<file path="src/core/dacr_pkg.sv">
/*
  Shared constants for the clock and reset generator: register offsets,
  reset values, audio source and rate codes, timing figures.
  Assumes a 40 MHz system clock standing in for the crystal domain.
*/
package dacr_pkg;

  // clock figures
  localparam int unsigned SYS_CLK_HZ      = 40000000;
  localparam int unsigned XTAL_HZ         = 41600000;
  localparam int unsigned XTAL_REF_DIV    = 4;

  // core pll
  localparam int unsigned CORE_STEP_HZ    = 650000;
  localparam int unsigned CORE_M_BASE     = 212;
  localparam logic [7:0]  CORE_MSEL_RST   = 8'hbc;
  localparam logic [1:0]  CORE_DSEL_RST   = 2'h2;
  localparam int unsigned CORE_DSEL_MAX   = 3;

  // register offsets (host port)
  localparam logic [23:0] OFS_CORE_RUN    = 24'h000010;
  localparam logic [23:0] OFS_CORE_PLL    = 24'h000020;
  localparam logic [23:0] OFS_CLK_ENABLE  = 24'h000050;
  localparam logic [23:0] OFS_TUNER_CTL   = 24'h000060;
  localparam logic [23:0] OFS_AUDIO_CTL   = 24'h000070;
  localparam logic [23:0] OFS_STATUS      = 24'h000080;

  // reset values
  localparam logic [23:0] CORE_RUN_RST    = 24'h000000;
  localparam logic [7:0]  CLK_ENABLE_RST  = 8'hff;
  localparam logic [3:0]  TUNER_CUR_RST   = 4'h4;
  localparam logic        TUNER_FAST_RST  = 1'b0;
  localparam logic [1:0]  AUDIO_SRC_RST   = 2'h0;
  localparam logic [1:0]  AUDIO_RATE_RST  = 2'h1;
  localparam logic [1:0]  AUDIO_MULT_RST  = 2'h0;

  // audio codes
  typedef enum logic [1:0] {
    DACR_SRC_XTAL = 2'h0,
    DACR_SRC_WS   = 2'h1,
    DACR_SRC_SYS  = 2'h2
  } dacr_src_e;
  localparam logic [1:0]  RATE_44K1       = 2'h0;
  localparam logic [1:0]  RATE_48K        = 2'h1;
  localparam logic [1:0]  RATE_96K        = 2'h2;
  localparam int unsigned AUDIO_OUT_MULT  = 512;
  localparam int unsigned AUDIO_TOL_PCT   = 20;

  // tuner clock
  localparam int unsigned TUNER_SLOW_HZ   = 100000;
  localparam int unsigned TUNER_FAST_HZ   = 400000;
  localparam int unsigned TUNER_SLOW_HALF = SYS_CLK_HZ / (2 * TUNER_SLOW_HZ);
  localparam int unsigned TUNER_FAST_HALF = SYS_CLK_HZ / (2 * TUNER_FAST_HZ);

  // reset sequence
  localparam int unsigned RST_MIN_LOW     = 40;
  localparam int unsigned RST_POST_LOCK   = 2047;
  localparam int unsigned RST_TOTAL_NS    = 1000000;
  localparam int unsigned SYS_PERIOD_NS   = 25;
  localparam int unsigned RST_TOTAL_CYC   = RST_TOTAL_NS / SYS_PERIOD_NS;

  // source loss: no edge for this many cycles means the source stopped
  localparam int unsigned SRC_LOSS_CYC    = 2048;

endpackage : dacr_pkg

</file>
<file path="src/core/dacr_sync2.sv">
/*
  Two-flop synchroniser for one level coming from a pin.
  Assumes the destination runs on i_sys_clk; the first flop is read only
  by the second.
*/
`timescale 1ns/100ps
`default_nettype none
module dacr_sync2 #(
  parameter logic RST_VAL = 1'b0
) (
  // clock and reset
  input  wire logic i_sys_clk,
  input  wire logic i_rstn,
  // data
  input  wire logic i_async,
  output var  logic o_sync
);
  logic meta_r;

  always_ff @(posedge i_sys_clk) begin
    if (!i_rstn) begin
      meta_r <= RST_VAL;
      o_sync <= RST_VAL;
    end else begin
      meta_r <= i_async;
      o_sync <= meta_r;
    end
  end
endmodule : dacr_sync2
`default_nettype wire

</file>
<file path="src/core/dacr_clock_reset.sv">
/*
  Clock control and reset sequencing for a radio and audio processor:
  core pll settings, audio pll source selection with fallback, tuner
  reference divider and the power-on reset sequencer.
  Assumes i_sys_clk is the crystal-domain clock; analog plls live outside
  and report lock; pins pass through two-flop synchronisers.
// Behaviour
// - crystal divided by four feeds core pll
// - core post-divider of two, four or eight
// - core clock follows multiplier and divider formula
// - defaults give 130 MHz pll output
// - host writes multiplier and divider registers
// - audio clock is 512 times sample rate
// - crystal source presets 44.1/48/96 kHz targets
// - word clock source locks, yields 512 fs
// - system-rate source 256/384/512 fs accepted
// - lost external source falls back to crystal
// - external rate may deviate twenty percent
// - tuner reference 100 or 400 kHz divided
// - tuner clock retimed on crystal clock
// - tuner drive current is register programmable
// - reset starts low, ends about 1 ms
// - low pulses under forty clocks ignored
// - hold reset 2047 clocks after both locks
// - reset returns all registers to defaults
// - core counters held until run-control written
// - reset pin active low with pull-up
// - master mode derives rate from crystal
// - per-block clock enables gate clocks
*/
`timescale 1ns/100ps
`default_nettype none
module dacr_clock_reset
  import dacr_pkg::*;
#(
  parameter int unsigned POST_LOCK_CYC = RST_POST_LOCK,
  parameter int unsigned LOSS_CYC      = SRC_LOSS_CYC
) (
  // clock and pin reset
  input  wire logic        i_sys_clk,
  input  wire logic        i_rstn,
  input  wire logic        i_external_reset_low,
  // host register port
  input  wire logic        i_reg_wr,
  input  wire logic        i_reg_rd,
  input  wire logic [23:0] i_reg_addr,
  input  wire logic [23:0] i_reg_wdata,
  output var  logic [23:0] o_reg_rdata,
  output var  logic        o_reg_rvalid,
  // pll interface
  input  wire logic        i_core_pll_lock,
  input  wire logic        i_audio_pll_lock,
  output var  logic        o_core_ref_clk,
  output var  logic [7:0]  o_core_msel,
  output var  logic [1:0]  o_core_dsel,
  output var  logic [8:0]  o_core_mult,
  output var  logic [1:0]  o_audio_src,
  output var  logic [1:0]  o_audio_rate,
  output var  logic [1:0]  o_audio_in_mult,
  output var  logic        o_audio_fallback,
  // external audio references
  input  wire logic        i_host_word_clock_input,
  input  wire logic        i_system_rate_input,
  // tuner reference
  output var  logic        o_tuner_clk_p,
  output var  logic        o_tuner_clk_n,
  output var  logic [3:0]  o_tuner_current,
  // block clock enables and reset outputs
  output var  logic [7:0]  o_clk_enable,
  output var  logic        o_int_rstn,
  output var  logic        o_init_state,
  output var  logic        o_core_run_hold
);

  typedef enum logic [3:0] {
    DACR_ST_IDLE = 4'b0001,
    DACR_ST_LOW  = 4'b0010,
    DACR_ST_WAIT = 4'b0100,
    DACR_ST_RUN  = 4'b1000
  } dacr_state_e;

  // pin synchronisers
  logic pin_rstn_s;
  logic ws_s;
  logic fsys_s;

  // pin idles high, as if pulled up
  dacr_sync2 #(.RST_VAL(1'b1)) u_sync_rst (
    .i_sys_clk (i_sys_clk),
    .i_rstn    (i_rstn),
    .i_async   (i_external_reset_low),
    .o_sync    (pin_rstn_s)
  );
  dacr_sync2 #(.RST_VAL(1'b0)) u_sync_ws (
    .i_sys_clk (i_sys_clk),
    .i_rstn    (i_rstn),
    .i_async   (i_host_word_clock_input),
    .o_sync    (ws_s)
  );
  dacr_sync2 #(.RST_VAL(1'b0)) u_sync_fsys (
    .i_sys_clk (i_sys_clk),
    .i_rstn    (i_rstn),
    .i_async   (i_system_rate_input),
    .o_sync    (fsys_s)
  );

  // reset sequencer
  dacr_state_e st_r;
  dacr_state_e st_nxt;
  logic [5:0]  low_cnt_r;
  logic [11:0] lock_cnt_r;
  logic        both_lock;
  logic        low_valid;
  logic        lock_done;
  logic        seq_rst;

  assign both_lock = i_core_pll_lock & i_audio_pll_lock;
  // forty low cycles make a valid reset
  assign low_valid = (low_cnt_r >= 6'(RST_MIN_LOW - 1)) & ~pin_rstn_s;
  assign lock_done = (lock_cnt_r >= 12'(POST_LOCK_CYC)) & both_lock;
  // registers return to defaults on either reset
  assign seq_rst   = !i_rstn || (st_r == DACR_ST_LOW);

  always_comb begin
    st_nxt = st_r;
    case (st_r)
      DACR_ST_IDLE: begin
        // the pin held low for forty cycles starts a sequence
        if (!pin_rstn_s) begin
          st_nxt = DACR_ST_IDLE;
        end
        if (low_valid) begin
          st_nxt = DACR_ST_LOW;
        end
      end
      DACR_ST_LOW: begin
        if (pin_rstn_s) begin
          st_nxt = DACR_ST_WAIT;
        end
      end
      DACR_ST_WAIT: begin
        if (!pin_rstn_s && low_valid) begin
          st_nxt = DACR_ST_LOW;
        end else if (lock_done) begin
          st_nxt = DACR_ST_RUN;
        end
      end
      DACR_ST_RUN: begin
        if (low_valid) begin
          st_nxt = DACR_ST_LOW;
        end
      end
      default: st_nxt = DACR_ST_LOW;
    endcase
  end

  always_ff @(posedge i_sys_clk) begin
    if (!i_rstn) begin
      st_r <= DACR_ST_WAIT;
    end else begin
      st_r <= st_nxt;
    end
  end

  always_ff @(posedge i_sys_clk) begin
    if (!i_rstn || pin_rstn_s) begin
      low_cnt_r <= 6'h00;
    end else if (!low_valid) begin
      low_cnt_r <= low_cnt_r + 6'h01;
    end
  end

  always_ff @(posedge i_sys_clk) begin
    if (!i_rstn || st_r != DACR_ST_WAIT || !both_lock) begin
      lock_cnt_r <= 12'h000;
    end else if (!lock_done) begin
      lock_cnt_r <= lock_cnt_r + 12'h001;
    end
  end

  // internal reset held until the run state
  assign o_int_rstn   = (st_r == DACR_ST_RUN);
  assign o_init_state = (st_r == DACR_ST_RUN);

  // host registers
  logic [23:0] core_run_r;
  logic [7:0]  msel_r;
  logic [1:0]  dsel_r;
  logic [7:0]  clk_en_r;
  logic [3:0]  tun_cur_r;
  logic        tun_fast_r;
  logic [1:0]  aud_src_r;
  logic [1:0]  aud_rate_r;
  logic [1:0]  aud_mult_r;
  logic        run_written_r;
  logic        wr_run;
  logic        wr_pll;
  logic        wr_en;
  logic        wr_tun;
  logic        wr_aud;

  assign wr_run = i_reg_wr && (i_reg_addr == OFS_CORE_RUN);
  assign wr_pll = i_reg_wr && (i_reg_addr == OFS_CORE_PLL);
  assign wr_en  = i_reg_wr && (i_reg_addr == OFS_CLK_ENABLE);
  assign wr_tun = i_reg_wr && (i_reg_addr == OFS_TUNER_CTL);
  assign wr_aud = i_reg_wr && (i_reg_addr == OFS_AUDIO_CTL);

  always_ff @(posedge i_sys_clk) begin
    // every host bit back to its default
    if (seq_rst) begin
      core_run_r    <= CORE_RUN_RST;
      // defaults 188 and divide-by-two: 130 MHz
      msel_r        <= CORE_MSEL_RST;
      dsel_r        <= CORE_DSEL_RST;
      clk_en_r      <= CLK_ENABLE_RST;
      tun_cur_r     <= TUNER_CUR_RST;
      tun_fast_r    <= TUNER_FAST_RST;
      aud_src_r     <= AUDIO_SRC_RST;
      aud_rate_r    <= AUDIO_RATE_RST;
      aud_mult_r    <= AUDIO_MULT_RST;
      run_written_r <= 1'b0;
    end else begin
      // first write releases the core counters
      if (wr_run) begin
        core_run_r    <= i_reg_wdata;
        run_written_r <= 1'b1;
      end
      if (wr_pll) begin
        msel_r <= i_reg_wdata[7:0];
        dsel_r <= i_reg_wdata[9:8];
      end
      if (wr_en) begin
        clk_en_r <= i_reg_wdata[7:0];
      end
      // drive level and rate chosen by host
      if (wr_tun) begin
        tun_cur_r  <= i_reg_wdata[3:0];
        tun_fast_r <= i_reg_wdata[4];
      end
      if (wr_aud) begin
        aud_src_r  <= i_reg_wdata[1:0];
        aud_rate_r <= i_reg_wdata[3:2];
        aud_mult_r <= i_reg_wdata[5:4];
      end
    end
  end

  // counters held at zero while set
  assign o_core_run_hold = !run_written_r || !o_int_rstn;
  assign o_clk_enable    = clk_en_r & {8{o_int_rstn}};
  assign o_tuner_current = tun_cur_r;

  assign o_core_msel = msel_r;
  assign o_core_dsel = dsel_r;
  assign o_core_mult = 9'(CORE_M_BASE) + {1'b0, msel_r};

  // reference divider by four for the core pll
  logic [1:0] ref_div_r;
  always_ff @(posedge i_sys_clk) begin
    if (!i_rstn) begin
      ref_div_r <= 2'h0;
    end else begin
      ref_div_r <= ref_div_r + 2'h1;
    end
  end
  assign o_core_ref_clk = ref_div_r[1];

  // audio source activity
  logic        ws_d_r;
  logic        fs_d_r;
  logic [11:0] idle_cnt_r;
  logic        ext_edge;
  logic        src_lost;
  logic        fallback_r;

  assign ext_edge = (aud_src_r == DACR_SRC_WS)  ? (ws_s & ~ws_d_r) :
                    (aud_src_r == DACR_SRC_SYS) ? (fsys_s & ~fs_d_r) : 1'b1;
  assign src_lost = (idle_cnt_r >= 12'(LOSS_CYC - 1)) & ~ext_edge;

  always_ff @(posedge i_sys_clk) begin
    if (!i_rstn) begin
      ws_d_r <= 1'b0;
      fs_d_r <= 1'b0;
    end else begin
      ws_d_r <= ws_s;
      fs_d_r <= fsys_s;
    end
  end

  always_ff @(posedge i_sys_clk) begin
    if (seq_rst || ext_edge) begin
      idle_cnt_r <= 12'h000;
    end else if (!src_lost) begin
      idle_cnt_r <= idle_cnt_r + 12'h001;
    end
  end

  // stopped source falls back, keeps target rate
  always_ff @(posedge i_sys_clk) begin
    if (seq_rst) begin
      fallback_r <= 1'b0;
    end else if (src_lost) begin
      fallback_r <= 1'b1;
    end else if (ext_edge || wr_aud) begin
      fallback_r <= 1'b0;
    end
  end

  // crystal source presets the chosen target rate
  // external sources: the pll locks to the pin; rate stays, except a system-rate 96k code goes out as 48k
  // the analog loop tolerates twenty percent; no digital check
  // output is 512 times the rate code below
  assign o_audio_src      = fallback_r ? DACR_SRC_XTAL : aud_src_r;
  assign o_audio_rate     = (aud_src_r == DACR_SRC_SYS && aud_rate_r == RATE_96K)
                            ? RATE_48K : aud_rate_r;
  assign o_audio_in_mult  = aud_mult_r;
  assign o_audio_fallback = fallback_r;

  // tuner divider: 100 or 400 kHz
  logic [7:0] tun_cnt_r;
  logic       tun_div_r;
  logic       tun_out_r;
  logic [7:0] tun_half;
  assign tun_half = tun_fast_r ? 8'(TUNER_FAST_HALF - 1) : 8'(TUNER_SLOW_HALF - 1);

  always_ff @(posedge i_sys_clk) begin
    if (seq_rst || !clk_en_r[0]) begin
      tun_cnt_r <= 8'h00;
      tun_div_r <= 1'b0;
    end else if (tun_cnt_r >= tun_half) begin
      tun_cnt_r <= 8'h00;
      tun_div_r <= ~tun_div_r;
    end else begin
      tun_cnt_r <= tun_cnt_r + 8'h01;
    end
  end

  // retime on the clean clock before the drivers
  always_ff @(posedge i_sys_clk) begin
    if (!i_rstn) begin
      tun_out_r <= 1'b0;
    end else begin
      tun_out_r <= tun_div_r;
    end
  end
  assign o_tuner_clk_p = tun_out_r;
  assign o_tuner_clk_n = ~tun_out_r;

  // register read port: one cycle after the strobe
  logic [23:0] rd_mux;
  assign rd_mux =
    (i_reg_addr == OFS_CORE_RUN)   ? core_run_r :
    (i_reg_addr == OFS_CORE_PLL)   ? {14'h0000, dsel_r, msel_r} :
    (i_reg_addr == OFS_CLK_ENABLE) ? {16'h0000, clk_en_r} :
    (i_reg_addr == OFS_TUNER_CTL)  ? {19'h00000, tun_fast_r, tun_cur_r} :
    (i_reg_addr == OFS_AUDIO_CTL)  ? {18'h00000, aud_mult_r, aud_rate_r, aud_src_r} :
    (i_reg_addr == OFS_STATUS)     ? {19'h00000, fallback_r, o_int_rstn,
                                      i_audio_pll_lock, i_core_pll_lock, run_written_r} :
    24'h000000;

  always_ff @(posedge i_sys_clk) begin
    if (!i_rstn) begin
      o_reg_rdata  <= 24'h000000;
      o_reg_rvalid <= 1'b0;
    end else begin
      o_reg_rdata  <= i_reg_rd ? rd_mux : o_reg_rdata;
      o_reg_rvalid <= i_reg_rd;
    end
  end

endmodule : dacr_clock_reset
`default_nettype wire

</file>
<file path="config.mk">
export PLATFORM = sky130hd
export DESIGN_NAME = dacr_clock_reset
export DESIGN_NICKNAME = d
export VERILOG_FILES = /design/src/core/dacr_pkg.sv /design/src/core/dacr_sync2.sv /design/src/core/dacr_clock_reset.sv
export SDC_FILE = /design/constraint.sdc
export NUM_CORES = 1
export LEC_CHECK = 0
export BUFFER_PORTS_ARGS = -buffer_cell sky130_fd_sc_hd__buf_2
export CAP_MARGIN = 25
export CORE_MARGIN = 2
export CORE_UTILIZATION = 45
export CTS_CLUSTER_DIAMETER = 30
export DETAILED_ROUTE_END_ITERATION = 10
export PLACE_DENSITY = 0.82
export SYNTH_ARGS = -nofsm -noshare
export SYNTH_HDL_FRONTEND = slang
export SYNTH_SLANG_ARGS = --single-unit
export TNS_END_PERCENT = 10
</file>
<file path="constraint.sdc">
create_clock -name i_sys_clk -period 1.8 [get_ports i_sys_clk]
set_input_delay 0.18 -clock i_sys_clk [delete_from_list [all_inputs] [get_ports i_sys_clk]]
set_output_delay 0.18 -clock i_sys_clk [all_outputs]
set_load 0.05 [all_outputs]
</file>
==> Implementation_results.wiki, run 1 <==
{| class="wikitable"
! Metric !! Value
|-
| Run status || finished, violations left
|-
| Failing checks || negative setup slack
|-
| Final antenna-violating net count || 0
|-
| Yosys top cell area share || 43.6%
|-
| Number of standard-cell rows in the floorplan || 42
|-
| Die Width || 121 microns
|-
| Fraction of layout instances using a drive strength above 1 || 30.7%
|-
| Worst-path cell chain || nor4b_2 > buf_4 > and2_1 > buf_6
|-
| Placeable core area || 13,300 sq um
|-
| Post-Syn Area || 6150 sq um
|-
| Critical R2R Capture || o_tuner_current[0]
|-
| Syn Area/Cell || 9.17 sq um
|-
| GRT Total Usage || 22.3%
|-
| Peak per-stage delay on the critical path || 330 ps
|-
| Ys flop type || sky130_fd_sc_hd__dfxtp_1
|-
| CP bufs+invs || 2
|-
| First-pass GRT wire length || 25.6 mm
|-
| Number of setup violations in the final report || 4
|-
| Max_cap viols || 0
|-
| Synthesized instance count || 670
|-
| Number of flops mapped to enable cells by yosys || 0
|-
| Setup repair after global routing missed its margin || true
|-
| Number of buffers between clock root and the deepest sink || 2
|-
| Detailed-routed wire length on met3 || 1.25 mm
|-
| Max-slew violations || 0
|-
| Highest routed metal layer || met4
|-
| TritonCTS buffer count || 17
|-
| Arrival time of the worst setup path || 1630 ps
|-
| Maximum number of pins on one net before global-route repair || 30
|-
| Final Wtd Congestion || 0.921
|-
| Clock sink count || 134
|-
| WL final || 16.0 mm
|-
| Library cell with the highest instance count after synthesis || sky130_fd_sc_hd__dfxtp_1
|-
| Number of global-route vias before repair || 5,271
|-
| Commonest cells in the netlist || 134 x sky130_fd_sc_hd__dfxtp_1, 63 x sky130_fd_sc_hd__nor2_1, 56 x sky130_fd_sc_hd__nand2_1
|-
| Count of buffers from port buffering || 125
|-
| Depth of the worst register-to-register path || 5
|-
| DR DRC count || 0
|-
| Clock-pin slew on the worst setup and hold paths || 60 ps
|-
| Crit path max-delay family || simple AND/OR/NAND/NOR gates
|-
| Hold Crit Endpoint || core_run_r[18]
|-
| Clock tree from TritonCTS || built
|-
| Overall power of the completed layout || 7200 uW
|-
| Min-Delay Path Class || primary input to flop
|-
| Power density cells || 897 nW/um^2
|-
| Mean number of vias per cell || 5.46
|-
| Slowest stage cell, crit path || sky130_fd_sc_hd__dfxtp_1
|-
| Number of nets in the final layout || 898
|-
| Library cell used as clock root buffer || sky130_fd_sc_hd__clkbuf_16
|-
| Detailed Route Iter0 Violations || 383
|-
| Sum of met2 wire segment lengths after detailed routing || 7.38 mm
|-
| Final clock period utilization by the worst path || 100%
|-
| Flip-flop and latch count after synthesis || 134
|-
| Die Footprint || 14,600 sq um
|-
| Largest cells by area after synthesis || sky130_fd_sc_hd__dfxtp_1 44%, sky130_fd_sc_hd__mux2i_1 4.7%, sky130_fd_sc_hd__nor2_1 3.8%
|-
| Placed cell areas || 7160 sq um
|-
| WL met1 || 6.87 mm
|-
| WL/cell || 15.7 microns
|-
| Sequential area share after synthesis || 43.6%
|-
| Number of antenna repair diodes || 0
|-
| Post-CTS setup repair buffer count || 0
|-
| Initial standard-cell utilization of the core || 46.2%
|-
| Number of nets in the synthesized netlist || 738
|-
| Yosys warnings || 0
|-
| Clock latency of the later-clocked register in the worst-skew pair || 420 ps
|-
| Placed wire-length estimate after detailed placement || 11.1 mm
|-
| Final instance area || 8020 sq um
|-
| Antenna violations before repair || 0
|-
| Category of the most critical setup path || flop to output port
|-
| Ports placed on the boundary || 126
|-
| Hold path start || i_reg_wdata[18]
|-
| Reg-to-reg setup timing slack || 100 ps
|-
| Die Ht || 121 microns
|-
| Pleak || 0.00327 uW
|-
| Maximum operating frequency || 553 MHz
|-
| Place WS || -129 ps
|-
| Final hold violations || 0
|-
| Largest fanout of any net on the critical path || 11
|-
| Setup crit end kind || output port
|-
| Required time of the critical path || 1620 ps
|-
| Worst setup margin || -6.80 ps
|-
| Worst-margin pin slew || 934 ps
|-
| RR Startpoint || st_r[0]
|-
| Fin Setup TNS || -17.4 ps
|-
| Library cell occupying the most area in the post-synthesis netlist || sky130_fd_sc_hd__dfxtp_1
|-
| Clk_skew || 6.82 ps
|-
| Final Util || 60.3%
|-
| Remaining max-slew budget at the tightest pin || 37.6%
|-
| Type of element launching the critical path || flop
|-
| CTS H-Tree Depth || 4
|-
| Number of distinct library cells after synthesis || 60
|-
| Fraction of registers with async set/reset || 0%
|-
| Area growth from synthesis to final layout || 30.5%
|-
| Final critical path time including I/O delays and setup || 1810 ps
|-
| Max rail drop VDD || 0.000641 V
|-
| Detailed-router iteration count before antenna repair || 5
|-
| Via count || 5,561
|-
| GRT Residual Overflow || 0
|-
| Hold-critical path depth || 3
|}
==> worst register-to-register path, cell delays in order (launching register included) <==
cell	delay, ps
sky130_fd_sc_hd__dfxtp_1	330
sky130_fd_sc_hd__or4b_1	550
sky130_fd_sc_hd__and2_1	250
sky130_fd_sc_hd__buf_4	250
sky130_fd_sc_hd__nand3_1	120
sky130_fd_sc_hd__o21ai_0	70
==> power breakdown <==
part           internal, uW  switching (uW)  total (uW)
Clock                  2370            1360        3720
Sequential             3000            25.3        3020
Combinational           172             274         446
==> sequential cells by signal, indices dropped and copies added, names as in the netlist, 4 cells and up <==
name             flops
low_cnt_r            6
idle_cnt_r          12
o_tuner_current      4
core_run_r          24
st_r                 4
o_core_msel          8
clk_en_r             8
o_reg_rdata         24
lock_cnt_r          12
tun_cnt_r            8
==> metrics by stage <==
step                      instances  hold WS (ps)
final                          1019          12.7
after detailed placement        975           387
after floorplan                 670           281
after global routing           1019          9.49
after global placement          975           389
after CTS                      1019          1.91
==> how the worst max path moves through the flow <==
stage,endpoint,start,slack [ps],cells after the start
floorplan,o_core_mult[7],o_core_msel[3],-160,4
CTS,o_clk_enable[0],st_r[0],-30,4
detailed placement,core_run_r[12],i_reg_addr[17],-130,7
global placement,core_run_r[9],i_reg_addr[17],-40,7
global route,o_clk_enable[7],st_r[0],-70,4
finish,o_clk_enable[0],st_r[0],-7,4
==> layout by cell type, fill, tap and decap left out, types with 17 or more instances in the layout <==
cell                        synthesis  layout
sky130_fd_sc_hd__nand2_1           56      55
sky130_fd_sc_hd__and2_1            21      20
sky130_fd_sc_hd__nand3_1           26      26
sky130_fd_sc_hd__buf_2              9     115
sky130_fd_sc_hd__mux2i_1           29      29
sky130_fd_sc_hd__buf_4              4      37
sky130_fd_sc_hd__clkbuf_16          0      17
sky130_fd_sc_hd__xor2_1            25      24
sky130_fd_sc_hd__dfxtp_1          134     132
sky130_fd_sc_hd__nor2_1            63      61
sky130_fd_sc_hd__a21oi_1           30      29
sky130_fd_sc_hd__nor2_2            19      21
sky130_fd_sc_hd__o21ai_0           20      18
==> layout make-up <==
type | instances | area, sq um
fill | 1098 | 5280
multi-input combinational | 489 | 3290
sequential | 134 | 2690
timing repair buffer | 176 | 1140
clock buffer | 18 | 439
tap | 176 | 220
clock inverter | 14 | 199
inverter | 12 | 45.0
==> timing repair <==
item                                   CTS  global route
resized for setup                       24             8
pin swaps                                0             3
hold buffers                            12             0
endpoints found under the hold margin   13             0
setup endpoints to repair               21            25
==> kinds of logic after synthesis <==
group / share of synthesized area [%]
simple gates: 26.4
fa+ha+maj: 2.24
flops: 43.6
buf+inv: 3.91
mux: 4.72
compound gates: 14.4
xor+xnor: 4.70
==> routing by layer <==
metal	vias to the layer above	track usage [%]
met5	-	0
met4	0	11.3
met3	38	5.22
met2	226	34.3
met1	2591	29.1
li1	2706	-
Note: power is estimated with default switching activity, not from simulation.
==> inputs of run 2 (changes only) <==
--- a/config.mk
+++ b/config.mk
@@ -8,10 +8,10 @@
 export BUFFER_PORTS_ARGS = -buffer_cell sky130_fd_sc_hd__buf_2
 export CAP_MARGIN = 25
 export CORE_MARGIN = 2
-export CORE_UTILIZATION = 45
+export CORE_UTILIZATION = 25
 export CTS_CLUSTER_DIAMETER = 30
 export DETAILED_ROUTE_END_ITERATION = 10
-export PLACE_DENSITY = 0.82
+export PLACE_DENSITY = 0.56
 export SYNTH_ARGS = -nofsm -noshare
 export SYNTH_HDL_FRONTEND = slang
 export SYNTH_SLANG_ARGS = --single-unit
==> Implementation_results.wiki, run 2 (same netlist as run 1, synthesis figures left out) <==
{| class="wikitable"
! Metric !! Value
|-
| Cell with the most instances on the worst path || sky130_fd_sc_hd__buf_6
|-
| Detailed Route Iter0 Violations || 476 (was 383)
|-
| DR DRC count || 0 (unchanged)
|-
| Pleak || 0.00341 uW (was 0.00327 uW)
|-
| Worst-margin pin slew || 504 ps (was 934 ps)
|-
| Clk_skew || 7.29 ps (was 6.82 ps)
|-
| WL final || 18.2 mm (was 16.0 mm)
|-
| Number of buffers between clock root and the deepest sink || 2 (unchanged)
|-
| Max-slew violations || 0 (unchanged)
|-
| Run status || finished, violations left (unchanged)
|-
| Setup crit end kind || output port (unchanged)
|-
| Peak per-stage delay on the critical path || 320 ps (was 330 ps)
|-
| Crit path max-delay family || buffers and inverters (was simple AND/OR/NAND/NOR gates)
|-
| Final hold violations || 0 (unchanged)
|-
| Number of standard-cell rows in the floorplan || 57 (was 42)
|-
| Type of element launching the critical path || flop (unchanged)
|-
| Clock network fraction of design power || 51.9% (was 51.8%)
|-
| Initial standard-cell utilization of the core || 25.3% (was 46.2%)
|-
| Max_cap viols || 0 (unchanged)
|-
| WL/cell || 15.3 microns (was 15.7 microns)
|-
| Flop pwr share || 41.5% (was 42.0%)
|-
| Filler Cell Count || 2,466 (was 1,098)
|-
| Fin Setup TNS || -1070 ps (was -17.4 ps)
|-
| CP bufs+invs || 4 (was 2)
|-
| Area growth from synthesis to final layout || 38.5% (was 30.5%)
|-
| GRT Total Usage || 14.0% (was 22.3%)
|-
| Final clock period utilization by the worst path || 107% (was 100%)
|-
| Switching component of the power || 1680 uW (was 1660 uW)
|-
| Final Wtd Congestion || 0.828 (was 0.921)
|-
| Placed wire-length estimate after detailed placement || 13.2 mm (was 11.1 mm)
|-
| Die Ht || 161 microns (was 121 microns)
|-
| CTS H-Tree Depth || 4 (unchanged)
|-
| Library cell used as clock root buffer || sky130_fd_sc_hd__clkbuf_16 (unchanged)
|-
| Number of global-route vias before repair || 5,238 (was 5,271)
|-
| GRT Residual Overflow || 0 (unchanged)
|-
| Leading registers by flop count || core_run_r (24), o_reg_rdata (24) (unchanged)
|-
| Arrival time of the worst setup path || 1740 ps (was 1630 ps)
|-
| Number of setup violations in the final report || 10 (was 4)
|-
| Worst hold slack || 16.8 ps (was 12.7 ps)
|-
| Commonest non-fill, non-tap cells in the layout || 129 x sky130_fd_sc_hd__dfxtp_1, 114 x sky130_fd_sc_hd__buf_2, 61 x sky130_fd_sc_hd__nor2_1, 55 x sky130_fd_sc_hd__nand2_1, 43 x sky130_fd_sc_hd__buf_4 (was 132 x sky130_fd_sc_hd__dfxtp_1, 115 x sky130_fd_sc_hd__buf_2, 61 x sky130_fd_sc_hd__nor2_1, 55 x sky130_fd_sc_hd__nand2_1, 37 x sky130_fd_sc_hd__buf_4)
|-
| Number of nets in the final layout || 915 (was 898)
|-
| Slowest stage cell, crit path || sky130_fd_sc_hd__dfxtp_2 (was sky130_fd_sc_hd__dfxtp_1)
|-
| Count of buffers from port buffering || 125 (unchanged)
|-
| Pint || 5600 uW (was 5540 uW)
|-
| Setup repair after global routing missed its margin || true (unchanged)
|-
| Most common cell after layout, fill and taps aside || sky130_fd_sc_hd__dfxtp_1 (unchanged)
|-
| Clock tree from TritonCTS || built (unchanged)
|-
| Placeable core area || 24,200 sq um (was 13,300 sq um)
|-
| Die Footprint || 25,900 sq um (was 14,600 sq um)
|-
| Final instance area || 8510 sq um (was 8020 sq um)
|-
| Clock-pin slew on the worst setup and hold paths || 60 ps (about the same)
|-
| Ports placed on the boundary || 126 (unchanged)
|-
| Category of the most critical setup path || flop to output port (unchanged)
|-
| Max rail drop VDD || 0.000599 V (was 0.000641 V)
|-
| Via count || 5,447 (was 5,561)
|-
| Remaining max-slew budget at the tightest pin || 66.3% (was 37.6%)
|-
| Failing checks || negative setup slack (unchanged)
|-
| Worst setup margin || -121 ps (was -6.80 ps)
|-
| Mean number of vias per cell || 4.59 (was 5.46)
|-
| Die Width || 161 microns (was 121 microns)
|-
| Fraction of layout instances using a drive strength above 1 || 33.1% (was 30.7%)
|-
| Final antenna-violating net count || 0 (unchanged)
|-
| Clock sink count || 134 (unchanged)
|-
| Largest fanout of any net on the critical path || 5 (was 11)
|-
| Antenna violations before repair || 2 (was 0)
|-
| Maximum operating frequency || 521 MHz (was 553 MHz)
|-
| Min-Delay Path Class || primary input to flop (unchanged)
|-
| Overall power of the completed layout || 7280 uW (was 7200 uW)
|-
| Required time of the critical path || 1620 ps (about the same)
|-
| Clock latency of the later-clocked register in the worst-skew pair || 420 ps (about the same)
|-
| Power density cells || 855 nW/um^2 (was 897 nW/um^2)
|-
| Detailed-router iteration count before antenna repair || 5 (unchanged)
|-
| TritonCTS buffer count || 17 (unchanged)
|-
| Fraction of power spent switching nets || 23.0% (about the same)
|-
| Maximum number of pins on one net before global-route repair || 29 (was 30)
|-
| Final critical path time including I/O delays and setup || 1920 ps (was 1810 ps)
|-
| Placed cell areas || 7450 sq um (was 7160 sq um)
|-
| First-pass GRT wire length || 28.4 mm (was 25.6 mm)
|-
| Combinational group share of total power || 6.6% (was 6.2%)
|-
| Worst-path cell chain || buf_6 > nor4b_4 > buf_6 > clkbuf_16 > and2_4 > buf_8 (was nor4b_2 > buf_4 > and2_1 > buf_6)
|}
-- run 2: cell count changes in the layout (fill, tap and decap cells not counted), sizes merged --
cell         before  now
buf             164  177
clkbuf           18   20
clkinvlp          4    3
diode             0    2
dlygate4sd3      12   15
-- run 2: power by group through the flow --
| stage | clock, uW | combinational [uW] | sequential [uW] |
|---|---|---|---|
| 6_report | 3780 | 482 | 3020 |
| 5_1_grt | 3990 | 523 | 3020 |
| 4_1_cts | 3860 | 467 | 3020 |
| 3_5_place_dp | 0 | 439 | 3080 |
| 3_3_place_gp | 0 | 434 | 3080 |
| 2_1_floorplan | 0 | 205 | 3120 |
-- run 2: worst reg2reg max path, stage by stage (launching register included) --
cell and delay, ps:
sky130_fd_sc_hd__dfxtp_1 300, sky130_fd_sc_hd__or4b_1 530, sky130_fd_sc_hd__and2_1 300, sky130_fd_sc_hd__buf_4 280, sky130_fd_sc_hd__nand3_1 110, sky130_fd_sc_hd__o21ai_0 70
-- run 2: final timing paths --
path / from / to / slack [ps] / cells after the start
max: st_r[2] / o_clk_enable[2] / -120 / 6
min: i_reg_wdata[12] / core_run_r[12] / 20 / 3
max reg2reg: st_r[0] / o_tuner_current[0] / 110 / 5
min reg2reg: u_sync_rst.meta_r / u_sync_rst.o_sync / 410 / 1
-- run 2: area by class of cell --
class	count	area (sq um)	share of cell area, %
inverters	12	45.0	0.529
well taps	324	405	4.76
clock inverters	13	195	2.29
multi-input cells	489	3330	39.2
clock buffers	19	453	5.32
flip-flops and latches	134	2690	31.6
repair buffers	193	1380	16.2
diodes	2	5.00	0.0588
-- run 2: what timing repair did --
| item | 4_1_cts | 5_1_grt |
|---|---|---|
| hold buffers | 15 | 0 |
| setup buffers | 0 | 3 |
| hold endpoints to repair | 15 | 0 |
| resized for setup | 25 | 38 |
| pin swaps | 0 | 2 |
| gates cloned | 0 | 1 |
| setup endpoints to repair | 22 | 27 |
-- run 2: per-stage QoR --
stage / instances / utilization, % / setup slack, ps
2_1_floorplan: 670 / - / -161
3_3_place_gp: 1132 / 30.7 / -76.8
3_5_place_dp: 1133 / 30.7 / -136
4_1_cts: 1180 / 34.3 / -152
5_1_grt: 1185 / 35.1 / -192
6_report: 1186 / 35.1 / -121
-- run 2: layer usage --
metal	vias to the layer above	track usage [%]	part of all wire (%)
li1	2736	-	-
met1	2561	18.8	47
met2	131	21.4	46
met3	19	3.87	6.1
met4	0	5.15	1.6
met5	-	0	0
==> inputs of run 3 (changes only) <==
--- a/config.mk
+++ b/config.mk
@@ -11,7 +11,7 @@
 export CORE_UTILIZATION = 25
 export CTS_CLUSTER_DIAMETER = 30
 export DETAILED_ROUTE_END_ITERATION = 10
-export PLACE_DENSITY = 0.56
+export PLACE_DENSITY = 0.55
 export SYNTH_ARGS = -nofsm -noshare
 export SYNTH_HDL_FRONTEND = slang
 export SYNTH_SLANG_ARGS = --single-unit
==> constraint.sdc (replaced) <==
create_clock -name i_sys_clk -period 2.5 [get_ports i_sys_clk]
set_input_delay 0.25 -clock i_sys_clk [delete_from_list [all_inputs] [get_ports i_sys_clk]]
set_output_delay 0.25 -clock i_sys_clk [all_outputs]
set_load 0.05 [all_outputs]
==> Implementation_results.wiki, run 3 (same netlist as run 1, synthesis figures left out) <==
{| class="wikitable"
! Metric !! Value
|-
| Antenna violations before repair || 3 (was 2)
|-
| CTS H-Tree Depth || 4 (unchanged)
|-
| Pleak || 0.00309 uW (was 0.00341 uW)
|-
| Required time of the critical path || 2250 ps (was 1620 ps)
|-
| Library cell used as clock root buffer || sky130_fd_sc_hd__clkbuf_16 (unchanged)
|-
| Number of setup violations in the final report || 0 (was 10)
|-
| Arrival time of the worst setup path || 1800 ps (was 1740 ps)
|-
| Final antenna-violating net count || 0 (unchanged)
|-
| Clk_skew || 4.48 ps (was 7.29 ps)
|-
| Place WS || 435 ps (was -136 ps)
|-
| Placeable core area || 24,200 sq um (unchanged)
|-
| Max_cap viols || 0 (unchanged)
|-
| Clock-pin slew on the worst setup and hold paths || 60 ps (about the same)
|-
| Commonest non-fill, non-tap cells in the layout || 134 x sky130_fd_sc_hd__dfxtp_1, 125 x sky130_fd_sc_hd__buf_2, 63 x sky130_fd_sc_hd__nor2_1, 55 x sky130_fd_sc_hd__nand2_1, 30 x sky130_fd_sc_hd__a21oi_1 (was 129 x sky130_fd_sc_hd__dfxtp_1, 114 x sky130_fd_sc_hd__buf_2, 61 x sky130_fd_sc_hd__nor2_1, 55 x sky130_fd_sc_hd__nand2_1, 43 x sky130_fd_sc_hd__buf_4)
|-
| Overall power of the completed layout || 5130 uW (was 7280 uW)
|-
| TritonCTS buffer count || 17 (unchanged)
|-
| Die Footprint || 25,900 sq um (unchanged)
|-
| Mean number of vias per cell || 4.61 (was 4.59)
|-
| Maximum operating frequency || 488 MHz
|-
| Fraction of layout instances using a drive strength above 1 || 27.5% (was 33.1%)
|-
| Final critical path time including I/O delays and setup || 2050 ps
|-
| Number of buffers between clock root and the deepest sink || 2 (unchanged)
|-
| Run status || finished, final reports clean (was finished, violations left)
|-
| GRT Residual Overflow || 0 (unchanged)
|-
| Leading registers by flop count || core_run_r (24), o_reg_rdata (24) (unchanged)
|-
| Final Wtd Congestion || 0.805 (was 0.828)
|-
| Initial standard-cell utilization of the core || 25.3% (unchanged)
|-
| Detailed-router iteration count before antenna repair || 5 (unchanged)
|-
| Setup repair after global routing missed its margin || false (was true)
|-
| Post-CTS setup repair buffer count || 0 (unchanged)
|-
| Flop pwr share || 42.5% (was 41.5%)
|-
| Setup crit end kind || output port (unchanged)
|-
| Final Util || 32.0% (was 35.1%)
|-
| First-pass GRT wire length || 26.2 mm (was 28.4 mm)
|-
| Number of hold buffers added after CTS || 0 (was 15)
|-
| Via count || 5,231 (was 5,447)
|-
| Fin Setup TNS || 0 ps (was -1070 ps)
|-
| Final hold violations || 0 (unchanged)
|-
| Fraction of power spent switching nets || 23.2% (was 23.0%)
|-
| Number of nets in the final layout || 862 (was 915)
|-
| Maximum number of pins on one net before global-route repair || 32 (was 29)
|-
| DR DRC count || 0 (unchanged)
|-
| Remaining max-slew budget at the tightest pin || 47.6% (was 66.3%)
|-
| Clock network fraction of design power || 52.0% (was 51.9%)
|-
| Switching component of the power || 1190 uW (was 1680 uW)
|-
| GRT Total Usage || 13.0% (was 14.0%)
|-
| Area growth from synthesis to final layout || 26.3% (was 38.5%)
|-
| Clock latency of the later-clocked register in the worst-skew pair || 420 ps (about the same)
|-
| Clock sink count || 134 (unchanged)
|-
| Placed wire-length estimate after detailed placement || 12.5 mm (was 13.2 mm)
|-
| Die Ht || 161 microns (unchanged)
|-
| Min-Delay Path Class || primary input to flop (unchanged)
|-
| Most common cell after layout, fill and taps aside || sky130_fd_sc_hd__dfxtp_1 (unchanged)
|-
| Worst setup margin || 452 ps (was -121 ps)
|-
| Detailed Route Iter0 Violations || 319 (was 476)
|-
| Category of the most critical setup path || flop to output port (unchanged)
|-
| WL final || 16.9 mm (was 18.2 mm)
|-
| Die Width || 161 microns (unchanged)
|-
| Pint || 3940 uW (was 5600 uW)
|-
| Combinational group share of total power || 5.5% (was 6.6%)
|-
| Clock tree from TritonCTS || built (unchanged)
|-
| Number of global-route vias before repair || 4,715 (was 5,238)
|-
| Worst-margin pin slew || 784 ps (was 504 ps)
|-
| Max rail drop VDD || 0.000466 V (was 0.000599 V)
|-
| Largest fanout of any net on the critical path || 12 (was 5)
|-
| Type of element launching the critical path || flop (unchanged)
|-
| Max-slew violations || 0 (unchanged)
|-
| Count of buffers from port buffering || 125 (unchanged)
|-
| Ports placed on the boundary || 126 (unchanged)
|-
| Number of standard-cell rows in the floorplan || 57 (unchanged)
|-
| WL/cell || 14.9 microns (was 15.3 microns)
|-
| CTS resizes || 0 (was 25)
|-
| Worst hold slack || 32.4 ps (was 16.8 ps)
|-
| Final clock period utilization by the worst path || 81.9%
|-
| Power density cells || 661 nW/um^2 (was 855 nW/um^2)
|}
-- run 3: cell count changes in the layout (fill, tap and decap cells not counted), sizes merged --
cell	delta
buf	-37
clkbuf	-2
clkinv	-1
clkinvlp	+1
diode	+1
dlygate4sd3	-15
inv	+1
-- run 3: worst max-delay path, stage by stage, from the launching register on --
cell	delay, ps
sky130_fd_sc_hd__dfxtp_1	440
sky130_fd_sc_hd__nor4b_2	230
sky130_fd_sc_hd__buf_4	240
sky130_fd_sc_hd__inv_1	80
sky130_fd_sc_hd__nor2_1	100
sky130_fd_sc_hd__buf_2	290
-- run 3: layout make-up --
cell class / instances / area (sq um)
clock buffer: 18 / 429
multi-input combinational: 489 / 3230
tap: 324 / 405
inverter: 12 / 45.0
sequential: 134 / 2680
clock inverter: 14 / 199
antenna: 3 / 7.51
fill: 2588 / 16500
timing repair buffer: 140 / 763
-- run 3: worst paths after layout --
check / slack [ps] / startpoint / to / depth (start not counted)
hold reg to reg: 410 / u_sync_rst.meta_r / u_sync_rst.o_sync / 1
setup / recovery: 450 / st_r[3] / o_clk_enable[4] / 5
setup reg to reg: 510 / st_r[1] / clk_en_r[6] / 5
hold / removal: 30 / i_system_rate_input / u_sync_fsys.meta_r / 2
-- run 3: metal layers --
layer	up-vias	track usage, %	wire length [microns]	share of wire (%)
li1	2630	-	-	-
met1	2441	17.5	8030	48
met2	138	19.5	7470	44
met3	20	3.93	1070	6.3
met4	2	5.28	284	1.7
met5	-	0	11	0.065
-- run 3: metrics by stage --
| stage | instance area (sq um) | cells |
|---|---|---|
| 2_1_floorplan | 6150 | 670 |
| 6_report | 7760 | 1134 |
| 5_1_grt | 7760 | 1132 |
| 3_3_place_gp | 7120 | 1098 |
| 4_1_cts | 7750 | 1130 |
| 3_5_place_dp | 7120 | 1098 |
-- run 3: power groups by stage --
| stage | logic, uW | clock network (uW) | registers (uW) |
|---|---|---|---|
| 3_5_place_dp | 283 | 0 | 2230 |
| 4_1_cts | 284 | 2720 | 2180 |
| 5_1_grt | 310 | 2810 | 2180 |
| 6_report | 284 | 2670 | 2180 |
| 3_3_place_gp | 282 | 0 | 2230 |
| 2_1_floorplan | 147 | 0 | 2240 |
